<file path="config.mk">
export PLATFORM = sky130hd
export DESIGN_NAME = chg_i2c_slave
export DESIGN_NICKNAME = d
export VERILOG_FILES = /design/src/logic/chg_sync.v /design/src/logic/chg_fault_latch.v /design/src/logic/chg_i2c_slave.v
export VERILOG_INCLUDE_DIRS = /design/src /design/src/logic
export SDC_FILE = /design/constraint.sdc
export NUM_CORES = 1
export LEC_CHECK = 0
export ABC_AREA = 1
export BUFFER_PORTS_ARGS = -buffer_cell sky130_fd_sc_hd__buf_2
export CORE_MARGIN = 4
export CORE_UTILIZATION = 55
export CTS_BUF_LIST = sky130_fd_sc_hd__clkbuf_4 sky130_fd_sc_hd__clkbuf_8
export CTS_CLUSTER_DIAMETER = 120
export DETAILED_ROUTE_END_ITERATION = 6
export PLACE_DENSITY = 0.82
export SYNTH_ARGS = -nofsm -noshare
export SYNTH_HDL_FRONTEND = slang
export SYNTH_SLANG_ARGS = --single-unit
</file>
<file path="constraint.sdc">
create_clock -name CLK_I -period 4.3 [get_ports CLK_I]
set_input_delay 0.215 -clock CLK_I [delete_from_list [all_inputs] [get_ports CLK_I]]
set_output_delay 0.215 -clock CLK_I [all_outputs]
set_load 0.01 [all_outputs]
</file>
<file path="src/logic/chg_consts.vh">
`ifndef CHG_CONSTS_VH
`define CHG_CONSTS_VH

// ========================================================
// Bus identity and register indices
`define CHG_SLAVE_ADDR 7'h6B
`define CHG_IDX_INSRC 8'h00
`define CHG_IDX_PWRCFG 8'h01
`define CHG_IDX_LAST_RW 8'h07
`define CHG_IDX_STATUS 8'h08
`define CHG_IDX_FAULT 8'h09
`define CHG_IDX_LAST 8'h0A

// ========================================================
// Reset values (input current field comes from the straps)
`define CHG_INSRC_RST 8'h30
`define CHG_PWRCFG_RST 8'h1B
`define CHG_REG02_RST 8'h60
`define CHG_REG03_RST 8'h11

// ========================================================
// Field positions
`define CHG_HIZ_BIT 7
`define CHG_VLIM_MSB 6
`define CHG_VLIM_LSB 3
`define CHG_EXTERNAL_CURRENT_LIMIT_PIN_MSB 2
`define CHG_REGRST_BIT 7
`define CHG_WDRST_BIT 6
`define CHG_BOOST_BIT 5
`define CHG_CHG_BIT 4
`define CHG_SYSMIN_MSB 3
`define CHG_SYSMIN_LSB 1
`define CHG_BLIM_BIT 0

// ========================================================
// Strap-dependent input current defaults
`define CHG_EXTERNAL_CURRENT_LIMIT_PIN_SEL_LO 3'h7
`define CHG_EXTERNAL_CURRENT_LIMIT_PIN_SEL_HI_BOOST_LO 3'h0
`define CHG_EXTERNAL_CURRENT_LIMIT_PIN_SEL_HI_BOOST_HI 3'h2

// ========================================================
// Timing
`define CHG_CLK_NS 10
`define CHG_STRETCH_NS 100
// Clocks of default reload after release; covers the strap sync
`define CHG_STRAP_SETTLE 3'h5

`endif

</file>
<file path="src/logic/chg_sync.v">
// ========================================================
// Three-flop synchroniser; output moves once flops two and
// three agree, which rejects a single-sample glitch.
module chg_sync #(
  parameter WIDTH = 4
) (
  // Clock and reset
  input wire clk_i,
  input wire rst_n_i,
  // Data
  input wire [WIDTH-1:0] d_i,
  output wire [WIDTH-1:0] q_o
);

  genvar g;
  generate
    for (g = 0; g < WIDTH; g = g + 1) begin : g_bit
      reg s1_r;
      reg s2_r;
      reg s3_r;
      reg q_r;
      // Idle bus lines and pins rest high
      always @(posedge clk_i or negedge rst_n_i) begin
        if (!rst_n_i) begin
          s1_r <= 1'b1;
          s2_r <= 1'b1;
          s3_r <= 1'b1;
          q_r <= 1'b1;
        end else begin
          s1_r <= d_i[g];
          s2_r <= s1_r;
          s3_r <= s2_r;
          if (s2_r == s3_r) begin
            q_r <= s3_r;
          end
        end
      end
      assign q_o[g] = q_r;
    end
  endgenerate

endmodule

</file>
<file path="src/logic/chg_fault_latch.v">
// ========================================================
// Sticky fault capture, cleared by a read
module chg_fault_latch #(
  parameter WIDTH = 8
) (
  // Clock and reset
  input wire clk_i,
  input wire rst_n_i,
  // Faults and read strobe
  input wire [WIDTH-1:0] fault_i,
  input wire clear_i,
  output wire [WIDTH-1:0] value_o
);

  reg [WIDTH-1:0] latch_r;

  // A fault in the clearing cycle survives the clear
  always @(posedge clk_i or negedge rst_n_i) begin
    if (!rst_n_i) begin
      latch_r <= {WIDTH{1'b0}};
    end else if (clear_i) begin
      latch_r <= fault_i;
    end else begin
      latch_r <= latch_r | fault_i;
    end
  end

  // Reads show past faults plus the present ones
  assign value_o = latch_r | fault_i;

endmodule

</file>
<file path="src/logic/chg_i2c_slave.v">
`include "chg_consts.vh"

// Summary of operation
// - Every byte is eight bits long
// - Bytes shift most significant bit first
// - Slave may hold clock low to wait
// - Receiver pulls data low on ninth clock
// - First byte: seven-bit address plus direction
// - Answer address 6BH; 00-07 writable
// - Write: address, index, data, each acknowledged
// - Undefined index gets NACK, back to idle
// - Multi-byte transfers walk successive registers
// - Fault register latches until read clears
// - Fault register only in single accesses; burst reads still return and clear it
// - Input source bit 7 enables high impedance
// - Bits 6-3 set input voltage limit
// - Bits 2-0 select input current limit
// - Current limit default follows strap pins
// - Register reset bit reloads defaults only
// - Watchdog restart bit, hosts space 20 us
// - Boost enable overrides charge enable
// - Bits 3-1 set minimum system voltage
// - Any register write enters host mode
// - START/STOP are data edges, clock high
module chg_i2c_slave #(
  parameter [7:0] REVISION_CODE = 8'h2A, // arbitrary value
  parameter [31:0] CTRL_HI_RESET = 32'h0000_0000
) (
  // Clock and reset
  input wire CLK_I,
  input wire RESET_N_I,
  // Two-wire bus, open drain
  input wire SCL_I,
  output wire SCL_O,
  output wire SCL_OE_O,
  input wire SDA_I,
  output wire SDA_O,
  output wire SDA_OE_O,
  // Strap pins
  input wire SOURCE_SELECT_I,
  input wire BOOST_REQUEST_PIN_I,
  // Device state from the charger core
  input wire [7:0] STATUS_I,
  input wire [7:0] FAULT_I,
  // Configuration outputs
  output reg HIGH_IMPEDANCE_ENABLE_O,
  output reg [3:0] INPUT_VOLTAGE_LIMIT_O,
  output reg [2:0] INPUT_CURRENT_LIMIT_O,
  output reg BOOST_OUTPUT_ENABLE_O,
  output reg CHARGE_ENABLE_O,
  output reg [2:0] MINIMUM_SYSTEM_VOLTAGE_O,
  output reg BOOST_CURRENT_LIMIT_O,
  output reg WATCHDOG_RESTART_O,
  output reg HOST_MODE_O
);

  // ========================================================
  // Constants
  localparam ST_IDLE = 3'd0;
  localparam ST_RX = 3'd1;
  localparam ST_ACK = 3'd2;
  localparam ST_TX = 3'd3;
  localparam ST_MACK = 3'd4;
  localparam KIND_ADDR = 2'd0;
  localparam KIND_INDEX = 2'd1;
  localparam KIND_DATA = 2'd2;
  localparam integer STRETCH_CYC =
    (`CHG_STRETCH_NS + `CHG_CLK_NS - 1) / `CHG_CLK_NS;
  localparam [3:0] STRETCH_LOAD = STRETCH_CYC[3:0];
  localparam [7:0] INSRC_RST = `CHG_INSRC_RST;
  localparam [7:0] PWRCFG_RST = `CHG_PWRCFG_RST;

  // ========================================================
  // Reset release
  reg rst_s1_r;
  reg rst_n_r;

  // Release is synchronised so no flop leaves reset early
  always @(posedge CLK_I or negedge RESET_N_I) begin
    if (!RESET_N_I) begin
      rst_s1_r <= 1'b0;
      rst_n_r <= 1'b0;
    end else begin
      rst_s1_r <= 1'b1;
      rst_n_r <= rst_s1_r;
    end
  end

  // ========================================================
  // Pin synchronisers
  wire [3:0] pins_q;
  wire scl_s;
  wire sda_s;
  wire sel_s;
  wire boost_pin_s;

  chg_sync #(
    .WIDTH(4)
  ) u_sync (
    .clk_i(CLK_I),
    .rst_n_i(rst_n_r),
    .d_i({BOOST_REQUEST_PIN_I, SOURCE_SELECT_I, SDA_I, SCL_I}),
    .q_o(pins_q)
  );

  assign scl_s = pins_q[0];
  assign sda_s = pins_q[1];
  assign sel_s = pins_q[2];
  assign boost_pin_s = pins_q[3];

  // ========================================================
  // Bus event detection
  reg scl_d_r;
  reg sda_d_r;
  wire scl_rise;
  wire scl_fall;
  wire start_det;
  wire stop_det;

  always @(posedge CLK_I or negedge rst_n_r) begin
    if (!rst_n_r) begin
      scl_d_r <= 1'b1;
      sda_d_r <= 1'b1;
    end else begin
      scl_d_r <= scl_s;
      sda_d_r <= sda_s;
    end
  end

  // Data edges while the clock stays high frame a transfer
  assign start_det = scl_s & scl_d_r & sda_d_r & ~sda_s;
  assign stop_det = scl_s & scl_d_r & ~sda_d_r & sda_s;
  assign scl_rise = scl_s & ~scl_d_r;
  assign scl_fall = ~scl_s & scl_d_r;

  // ========================================================
  // Register storage declarations
  reg [7:0] insrc_r;
  reg [5:0] pwrcfg_r;
  reg [7:0] ctrl_r [0:5];
  reg [2:0] init_cnt_r;
  reg wr_stb_r;
  reg [7:0] wr_idx_r;
  reg [7:0] wr_data_r;
  reg fault_clr_r;
  wire [7:0] fault_val;

  chg_fault_latch #(
    .WIDTH(8)
  ) u_fault (
    .clk_i(CLK_I),
    .rst_n_i(rst_n_r),
    .fault_i(FAULT_I),
    .clear_i(fault_clr_r),
    .value_o(fault_val)
  );

  // ========================================================
  // Bus state machine declarations
  reg [2:0] state_r;
  reg [1:0] kind_r;
  reg [3:0] bit_cnt_r;
  reg [7:0] shift_r;
  reg [7:0] idx_r;
  reg rw_r;
  reg nack_r;
  reg sda_oe_r;
  reg [3:0] stretch_r;
  wire [7:0] rd_idx;
  reg [7:0] rd_data;

  // In the master-ack phase the next byte is prefetched
  assign rd_idx = (state_r == ST_MACK) ? idx_r + 8'h01 : idx_r;

  // Read multiplexer; register 01 bits 7 and 6 read zero
  always @* begin
    rd_data = 8'h00;
    case (rd_idx)
      `CHG_IDX_INSRC: rd_data = insrc_r;
      `CHG_IDX_PWRCFG: rd_data = {2'b00, pwrcfg_r};
      8'h02: rd_data = ctrl_r[0];
      8'h03: rd_data = ctrl_r[1];
      8'h04: rd_data = ctrl_r[2];
      8'h05: rd_data = ctrl_r[3];
      8'h06: rd_data = ctrl_r[4];
      8'h07: rd_data = ctrl_r[5];
      `CHG_IDX_STATUS: rd_data = STATUS_I;
      `CHG_IDX_FAULT: rd_data = fault_val;
      `CHG_IDX_LAST: rd_data = REVISION_CODE;
      default: rd_data = 8'h00;
    endcase
  end

  // ========================================================
  // Bus state machine
  // START and STOP outrank clock edges, so a repeated START
  // restarts address reception from any state.
  always @(posedge CLK_I or negedge rst_n_r) begin
    if (!rst_n_r) begin
      state_r <= ST_IDLE;
      kind_r <= KIND_ADDR;
      bit_cnt_r <= 4'h0;
      shift_r <= 8'h00;
      idx_r <= 8'h00;
      rw_r <= 1'b0;
      nack_r <= 1'b0;
      sda_oe_r <= 1'b0;
      stretch_r <= 4'h0;
      wr_stb_r <= 1'b0;
      wr_idx_r <= 8'h00;
      wr_data_r <= 8'h00;
      fault_clr_r <= 1'b0;
    end else begin
      wr_stb_r <= 1'b0;
      fault_clr_r <= 1'b0;
      if (stretch_r != 4'h0) begin
        stretch_r <= stretch_r - 4'h1;
      end
      if (start_det) begin
        state_r <= ST_RX;
        kind_r <= KIND_ADDR;
        bit_cnt_r <= 4'h0;
        sda_oe_r <= 1'b0;
      end else if (stop_det) begin
        state_r <= ST_IDLE;
        sda_oe_r <= 1'b0;
      end else begin
        case (state_r)
          ST_IDLE: begin
            sda_oe_r <= 1'b0;
          end
          ST_RX: begin
            if (scl_rise && bit_cnt_r != 4'h8) begin
              shift_r <= {shift_r[6:0], sda_s};
              bit_cnt_r <= bit_cnt_r + 4'h1;
            end else if (scl_fall && bit_cnt_r == 4'h8) begin
              case (kind_r)
                KIND_ADDR: begin
                  // Foreign addresses are left alone
                  if (shift_r[7:1] == `CHG_SLAVE_ADDR) begin
                    rw_r <= shift_r[0];
                    nack_r <= 1'b0;
                    sda_oe_r <= 1'b1;
                    state_r <= ST_ACK;
                  end else begin
                    state_r <= ST_IDLE;
                  end
                end
                KIND_INDEX: begin
                  if (shift_r <= `CHG_IDX_LAST) begin
                    idx_r <= shift_r;
                    nack_r <= 1'b0;
                    sda_oe_r <= 1'b1;
                  end else begin
                    nack_r <= 1'b1;
                  end
                  state_r <= ST_ACK;
                end
                default: begin
                  // Read-only and undefined targets are refused
                  if (idx_r <= `CHG_IDX_LAST_RW) begin
                    wr_stb_r <= 1'b1;
                    wr_idx_r <= idx_r;
                    wr_data_r <= shift_r;
                    idx_r <= idx_r + 8'h01;
                    nack_r <= 1'b0;
                    sda_oe_r <= 1'b1;
                  end else begin
                    nack_r <= 1'b1;
                  end
                  state_r <= ST_ACK;
                end
              endcase
            end
          end
          ST_ACK: begin
            // Ninth clock ends; drop the data line on its fall
            if (scl_fall) begin
              sda_oe_r <= 1'b0;
              bit_cnt_r <= 4'h0;
              if (nack_r) begin
                state_r <= ST_IDLE;
              end else if (kind_r == KIND_ADDR && rw_r) begin
                shift_r <= rd_data;
                sda_oe_r <= ~rd_data[7];
                bit_cnt_r <= 4'h1;
                stretch_r <= STRETCH_LOAD;
                fault_clr_r <= (idx_r == `CHG_IDX_FAULT);
                state_r <= ST_TX;
              end else begin
                kind_r <= (kind_r == KIND_ADDR) ? KIND_INDEX : KIND_DATA;
                state_r <= ST_RX;
              end
            end
          end
          ST_TX: begin
            if (scl_fall) begin
              if (bit_cnt_r == 4'h8) begin
                sda_oe_r <= 1'b0;
                state_r <= ST_MACK;
              end else begin
                sda_oe_r <= ~shift_r[6];
                shift_r <= {shift_r[6:0], 1'b0};
                bit_cnt_r <= bit_cnt_r + 4'h1;
              end
            end
          end
          ST_MACK: begin
            if (scl_rise) begin
              nack_r <= sda_s;
            end else if (scl_fall) begin
              if (nack_r) begin
                state_r <= ST_IDLE;
              end else begin
                idx_r <= rd_idx;
                shift_r <= rd_data;
                sda_oe_r <= ~rd_data[7];
                bit_cnt_r <= 4'h1;
                stretch_r <= STRETCH_LOAD;
                fault_clr_r <= (rd_idx == `CHG_IDX_FAULT);
                state_r <= ST_TX;
              end
            end
          end
          default: begin
            state_r <= ST_IDLE;
          end
        endcase
      end
    end
  end

  // Open-drain drivers only ever pull low
  assign SDA_O = 1'b0;
  assign SDA_OE_O = sda_oe_r;
  assign SCL_O = 1'b0;
  assign SCL_OE_O = (stretch_r != 4'h0);

  // ========================================================
  // Register file
  wire reg_rst_req;
  wire [2:0] external_current_limit_pin_dflt;

  assign reg_rst_req = wr_stb_r && wr_idx_r == `CHG_IDX_PWRCFG &&
    wr_data_r[`CHG_REGRST_BIT];

  // Strap pins are sampled after reset release, never by reset
  assign external_current_limit_pin_dflt = !sel_s ? `CHG_EXTERNAL_CURRENT_LIMIT_PIN_SEL_LO :
    (boost_pin_s ? `CHG_EXTERNAL_CURRENT_LIMIT_PIN_SEL_HI_BOOST_HI :
    `CHG_EXTERNAL_CURRENT_LIMIT_PIN_SEL_HI_BOOST_LO);

  // Defaults load after reset and on a register reset write;
  // the reset write does not clear the host mode flag.
  always @(posedge CLK_I or negedge rst_n_r) begin
    if (!rst_n_r) begin
      init_cnt_r <= `CHG_STRAP_SETTLE;
      insrc_r <= INSRC_RST;
      pwrcfg_r <= PWRCFG_RST[5:0];
      ctrl_r[0] <= `CHG_REG02_RST;
      ctrl_r[1] <= `CHG_REG03_RST;
      ctrl_r[2] <= CTRL_HI_RESET[7:0];
      ctrl_r[3] <= CTRL_HI_RESET[15:8];
      ctrl_r[4] <= CTRL_HI_RESET[23:16];
      ctrl_r[5] <= CTRL_HI_RESET[31:24];
    end else if (init_cnt_r != 3'h0 || reg_rst_req) begin
      // Synchronised straps still show their reset level at first,
      // so defaults reload until the real strap levels are through
      if (init_cnt_r != 3'h0) begin
        init_cnt_r <= init_cnt_r - 3'h1;
      end
      insrc_r <= {INSRC_RST[7:3], external_current_limit_pin_dflt};
      pwrcfg_r <= PWRCFG_RST[5:0];
      ctrl_r[0] <= `CHG_REG02_RST;
      ctrl_r[1] <= `CHG_REG03_RST;
      ctrl_r[2] <= CTRL_HI_RESET[7:0];
      ctrl_r[3] <= CTRL_HI_RESET[15:8];
      ctrl_r[4] <= CTRL_HI_RESET[23:16];
      ctrl_r[5] <= CTRL_HI_RESET[31:24];
    end else if (wr_stb_r) begin
      case (wr_idx_r)
        `CHG_IDX_INSRC: insrc_r <= wr_data_r;
        `CHG_IDX_PWRCFG: pwrcfg_r <= wr_data_r[5:0];
        8'h02: ctrl_r[0] <= wr_data_r;
        8'h03: ctrl_r[1] <= wr_data_r;
        8'h04: ctrl_r[2] <= wr_data_r;
        8'h05: ctrl_r[3] <= wr_data_r;
        8'h06: ctrl_r[4] <= wr_data_r;
        8'h07: ctrl_r[5] <= wr_data_r;
        default: ctrl_r[0] <= ctrl_r[0];
      endcase
    end
  end

  // ========================================================
  // Mode, watchdog pulse and configuration outputs
  // Host mode is left only through a device reset.
  always @(posedge CLK_I or negedge rst_n_r) begin
    if (!rst_n_r) begin
      HOST_MODE_O <= 1'b0;
      WATCHDOG_RESTART_O <= 1'b0;
      HIGH_IMPEDANCE_ENABLE_O <= 1'b0;
      INPUT_VOLTAGE_LIMIT_O <= 4'h0;
      INPUT_CURRENT_LIMIT_O <= 3'h0;
      BOOST_OUTPUT_ENABLE_O <= 1'b0;
      CHARGE_ENABLE_O <= 1'b0;
      MINIMUM_SYSTEM_VOLTAGE_O <= 3'h0;
      BOOST_CURRENT_LIMIT_O <= 1'b0;
    end else begin
      if (wr_stb_r) begin
        HOST_MODE_O <= 1'b1;
      end
      // One-cycle pulse; spacing of restarts is the host's job
      WATCHDOG_RESTART_O <= wr_stb_r &&
        wr_idx_r == `CHG_IDX_PWRCFG &&
        wr_data_r[`CHG_WDRST_BIT];
      HIGH_IMPEDANCE_ENABLE_O <= insrc_r[`CHG_HIZ_BIT];
      INPUT_VOLTAGE_LIMIT_O <=
        insrc_r[`CHG_VLIM_MSB:`CHG_VLIM_LSB];
      INPUT_CURRENT_LIMIT_O <= insrc_r[`CHG_EXTERNAL_CURRENT_LIMIT_PIN_MSB:0];
      BOOST_OUTPUT_ENABLE_O <= pwrcfg_r[`CHG_BOOST_BIT];
      CHARGE_ENABLE_O <= pwrcfg_r[`CHG_CHG_BIT] &
        ~pwrcfg_r[`CHG_BOOST_BIT];
      MINIMUM_SYSTEM_VOLTAGE_O <=
        pwrcfg_r[`CHG_SYSMIN_MSB:`CHG_SYSMIN_LSB];
      BOOST_CURRENT_LIMIT_O <= pwrcfg_r[`CHG_BLIM_BIT];
    end
  end

endmodule

</file>
==> results.sh <==
export IMPL_failed_checks="design-rule violations"
export IMPL_slew_limit_headroom=0.216
export IMPL_first_global_vias=6160
export IMPL_max_clock_path_buffers=2
export IMPL_synth_xor_area_share=0.00557
export IMPL_synth_sequential_area_ratio=0.526
export IMPL_hpwl_um=12900
export IMPL_fmax_ghz=0.333
export IMPL_cp_start_kind="register"
export IMPL_routedWlPerCell_um=15.9
export IMPL_crit_chain="ha_1 -> nand3_1 -> o21ai_0 -> nand2_1 -> nor2_1 -> nand2_1 -> nand2_2 -> nand2_1 -> nand2_1 -> nor2_1 -> nand3_1 -> nand2_1 -> a21boi_1"
export IMPL_synth_compound_gate_area_share=0.116
export IMPL_synth_adder_area_share=0.0167
export IMPL_post_cts_setup_buffers=0
export IMPL_gp_congestion=0.977
export IMPL_ir_drop_mv=0.252
export IMPL_drv_cap=0
export IMPL_worst_slew_pin_transition_ps=1170
export IMPL_critPathBufInv=0
export IMPL_critPathRequiredTime_ps=4680
export IMPL_dominant_combinational_cell_family_by_area_after_synthesis="simple AND/OR/NAND/NOR gates"
export IMPL_cts_htree_levels=4
export IMPL_io_pins=42
export IMPL_grt_antenna_before_repair=0
export IMPL_synth_lib_cells_used_distinct=49
export IMPL_detail_route_first_pass_iterations=7
export IMPL_worstSkewPairLatency_ps=450
export IMPL_cts_inserted_buffers=17
export IMPL_std_cell_rows=42
export IMPL_chip_width_um=126
export IMPL_diodes=0
export IMPL_crit_path_max_incr_delay_ps=830
export IMPL_final_hold_viol_count=0
export IMPL_remaining_drc_errors=8
export IMPL_cts_num_sinks=159
export IMPL_die_ar_um2=15800
export IMPL_finalCoreUtilization=0.635
export IMPL_grt_max_degree=73
export IMPL_final_net_count=994
export IMPL_cts_root_buffer_cell="sky130_fd_sc_hd__clkbuf_8"
export IMPL_die_h_um=126
export IMPL_timing_setup_critical_path_class="register to register"
export IMPL_cp_top_family="simple AND/OR/NAND/NOR gates"
export IMPL_clock_tree_skew_after_final_layout_ps=12.6
export IMPL_hold_class="input port to async pin"
export IMPL_layout_cells_sized_above_1=0.153
export IMPL_fin_tns_setup_ps=0
export IMPL_synth_warning_count=0
export IMPL_number_of_synthesized_register_bits=159
export IMPL_mappedNetlistArea_um2=7640
export IMPL_route_vias_total=6434
export IMPL_critPathSlowestCell="sky130_fd_sc_hd__nand2_2"
export IMPL_post_synth_inst_count=912
export IMPL_leakage_nw=4.21
export IMPL_floorplan_core_area_um2=13400
export IMPL_overflow_left_after_global_routing=0
export IMPL_post_route_period_util=0.699
export IMPL_yosys_area_share_simple=0.266
export IMPL_grt_total_usage=0.239
export IMPL_stdcell_count=1154
export IMPL_post_synth_cell_area_avg_um2=8.38
export IMPL_synth_enable_flop_cells=0
export IMPL_mux_cell_area_share_after_synthesis=0
export IMPL_report_final_setup_viol=0
export IMPL_critical_path_top_cell_by_count="sky130_fd_sc_hd__nand2_1"
export IMPL_area_growth_syn_to_layout_pct=11.4
export IMPL_start_util=0.570
export IMPL_io_buffer_count=39
export IMPL_post_cts_resized=0
export IMPL_viasPerCell=5.58
export IMPL_finalWorstPathRequiredPeriod_ps=3010
export IMPL_totalWireLength_um=18400
export IMPL_drt_iter0_markers=814
export IMPL_clk_pin_slew_ps=90
export IMPL_synth_async_sr_flop_share=1.00
export IMPL_antenna_violating_nets_post_route=0
export IMPL_timing_final_max_slew_violations=0
export IMPL_tritoncts="built"
export IMPL_worstSetupEndpointType="register"
export IMPL_run_status="finished, violations left"
export IMPL_worst_path_max_fanout=70
export IMPL_grt_setup_unrepaired="no"
export IMPL_power_density_nw_per_um2=536
export IMPL_wire_length_of_the_first_global_routing_pass_um=30500
export IMPL_worstPathArrival_ps=3380
export IMPL_synth_top_flop_cell="sky130_fd_sc_hd__dfrtp_1"
export IMPL_cell_total_after_placement=1109
-- worst reg2reg max path: stages (launching register included) --
cell and delay (ps):
sky130_fd_sc_hd__dfrtp_1 520, sky130_fd_sc_hd__ha_1 250, sky130_fd_sc_hd__nand3_1 120, sky130_fd_sc_hd__o21ai_0 170, sky130_fd_sc_hd__nand2_1 90, sky130_fd_sc_hd__nor2_1 100
sky130_fd_sc_hd__nand2_1 80, sky130_fd_sc_hd__nand2_2 830, sky130_fd_sc_hd__nand2_1 290, sky130_fd_sc_hd__nand2_1 150, sky130_fd_sc_hd__nor2_1 60, sky130_fd_sc_hd__nand3_1 80
sky130_fd_sc_hd__nand2_1 60, sky130_fd_sc_hd__a21boi_1 140
-- flip-flops by register name (all words and copies together) (netlist names), 4 cells and up --
signal,count
pwrcfg_r,6
ctrl_r,48
stretch_r,4
u_sync.g_bit.s3_r,4
u_sync.g_bit.s1_r,4
wr_idx_r,8
u_fault.latch_r,8
u_sync.g_bit.s2_r,4
wr_data_r,8
INPUT_VOLTAGE_LIMIT_O,4
insrc_r,8
bit_cnt_r,4
idx_r,8
shift_r,8
u_sync.g_bit.q_r,4
-- through the flow --
step | instance area, um2 | total power [mW] | hold WS [ps] | setup WS (ps)
6_report | 8520 | 4.57 | 74.4 | 1290
3_3_place_gp | 7980 | 3.40 | 3.35 | 1430
3_5_place_dp | 7980 | 3.43 | 4.17 | 1370
2_1_floorplan | 7650 | 3.10 | -80.6 | 1700
4_1_cts | 8520 | 4.55 | 46.2 | 1340
5_1_grt | 8520 | 4.86 | 50.5 | 943
-- where the power goes --
part / switching, mW / internal (mW)
Combinational: 1.12 / 0.472
Sequential: 0.196 / 1.66
Clock: 0.562 / 0.556
-- final cells by class --
| class | count | area [um2] |
|---|---|---|
| tap | 176 | 220 |
| inverter | 105 | 397 |
| multi-input combinational | 625 | 3100 |
| clock buffer | 20 | 269 |
| sequential | 159 | 4020 |
| timing repair buffer | 57 | 375 |
| fill | 1173 | 4880 |
| clock inverter | 12 | 134 |
-- metal layers --
metal,GRT usage,vias to the layer above,share of wire
li1,-,3076,-
met4,0.0763,0,0.020
met5,0,-,0
met1,0.345,3016,0.44
met2,0.356,304,0.45
met3,0.0627,38,0.088
-- cell families (layout without fill, tap and decap cells) --
kind of cell	count (synthesis)	count (layout)
adders and majority gates	11	11
buffers and inverters	129	194
xor gates and xnor gates	4	4
DFF	159	159
other	2	3
AOI/OAI and AO/OA	156	156
and+or+nand+nor	451	451
-- cell usage in the layout (no fill, tap or decap), types with 3 or more instances in the layout --
cell / n
sky130_fd_sc_hd__nand2_1: 202
sky130_fd_sc_hd__dfrtp_1: 128
sky130_fd_sc_hd__nor2_1: 99
sky130_fd_sc_hd__inv_1: 97
sky130_fd_sc_hd__o21ai_0: 93
sky130_fd_sc_hd__nand3_1: 88
sky130_fd_sc_hd__buf_2: 39
sky130_fd_sc_hd__dfstp_2: 30
sky130_fd_sc_hd__a21oi_1: 22
sky130_fd_sc_hd__clkbuf_8: 19
sky130_fd_sc_hd__nor3_1: 16
sky130_fd_sc_hd__dlygate4sd3_1: 13
sky130_fd_sc_hd__nor2_4: 11
sky130_fd_sc_hd__nor2_2: 8
sky130_fd_sc_hd__nand4_1: 8
sky130_fd_sc_hd__a21boi_1: 8
sky130_fd_sc_hd__a31oi_1: 7
sky130_fd_sc_hd__ha_1: 7
sky130_fd_sc_hd__o21ai_1: 6
sky130_fd_sc_hd__inv_2: 6
sky130_fd_sc_hd__nand2_2: 5
sky130_fd_sc_hd__o211ai_1: 5
sky130_fd_sc_hd__o22ai_1: 5
sky130_fd_sc_hd__maj3_1: 4
sky130_fd_sc_hd__buf_4: 4
sky130_fd_sc_hd__nand2_4: 3
sky130_fd_sc_hd__nor4_1: 3
sky130_fd_sc_hd__conb_1: 3
sky130_fd_sc_hd__clkinv_2: 3
sky130_fd_sc_hd__clkinv_4: 3
-- synth_stat cells (5+ instances only) --
cell type | instances | area [um2]
sky130_fd_sc_hd__dfrtp_1 | 129 | 3230
sky130_fd_sc_hd__nor2_1 | 99 | 372
sky130_fd_sc_hd__inv_1 | 97 | 364
sky130_fd_sc_hd__nand3_1 | 88 | 440
sky130_fd_sc_hd__nand4_1 | 8 | 50.1
sky130_fd_sc_hd__ha_1 | 7 | 87.6
sky130_fd_sc_hd__a31oi_1 | 7 | 43.8
sky130_fd_sc_hd__o22ai_1 | 5 | 31.3
sky130_fd_sc_hd__inv_2 | 6 | 22.5
sky130_fd_sc_hd__o211ai_1 | 5 | 37.5
sky130_fd_sc_hd__nor3_1 | 16 | 80.1
sky130_fd_sc_hd__nand2_1 | 203 | 762
sky130_fd_sc_hd__nor2_2 | 8 | 50.1
sky130_fd_sc_hd__o21ai_1 | 6 | 30.0
sky130_fd_sc_hd__a21oi_1 | 22 | 110
sky130_fd_sc_hd__nor2_4 | 11 | 124
sky130_fd_sc_hd__a21boi_1 | 8 | 60.1
sky130_fd_sc_hd__dfstp_2 | 30 | 788
sky130_fd_sc_hd__o21ai_0 | 93 | 465
sky130_fd_sc_hd__buf_2 | 17 | 85.1
-- worst paths after layout --
| check | cells after the start | to | slack [ps] | from |
|---|---|---|---|---|
| worst max-delay path | 13 | shift_r[3] | 1290 | idx_r[0] |
| worst min-delay path | 2 | rst_n_r | 70 | RESET_N_I |
| worst max register to register | 13 | shift_r[3] | 1290 | idx_r[0] |
| worst min register to register | 0 | u_sync.g_bit[1].s2_r | 350 | u_sync.g_bit[1].s1_r |
| max in group asynchronous | 1 | pwrcfg_r[0] | 3020 | rst_n_r |
| min in group CLK_I | 8 | SDA_OE_O | 310 | STATUS_I[7] |
-- timing repair --
action | 4_1_cts | 5_1_grt
setup endpoints to repair | 0 | 0
endpoints found under the hold margin | 14 | 0
hold buffers | 13 | 0
No activity file was read; power rests on OpenSTA's default activity.
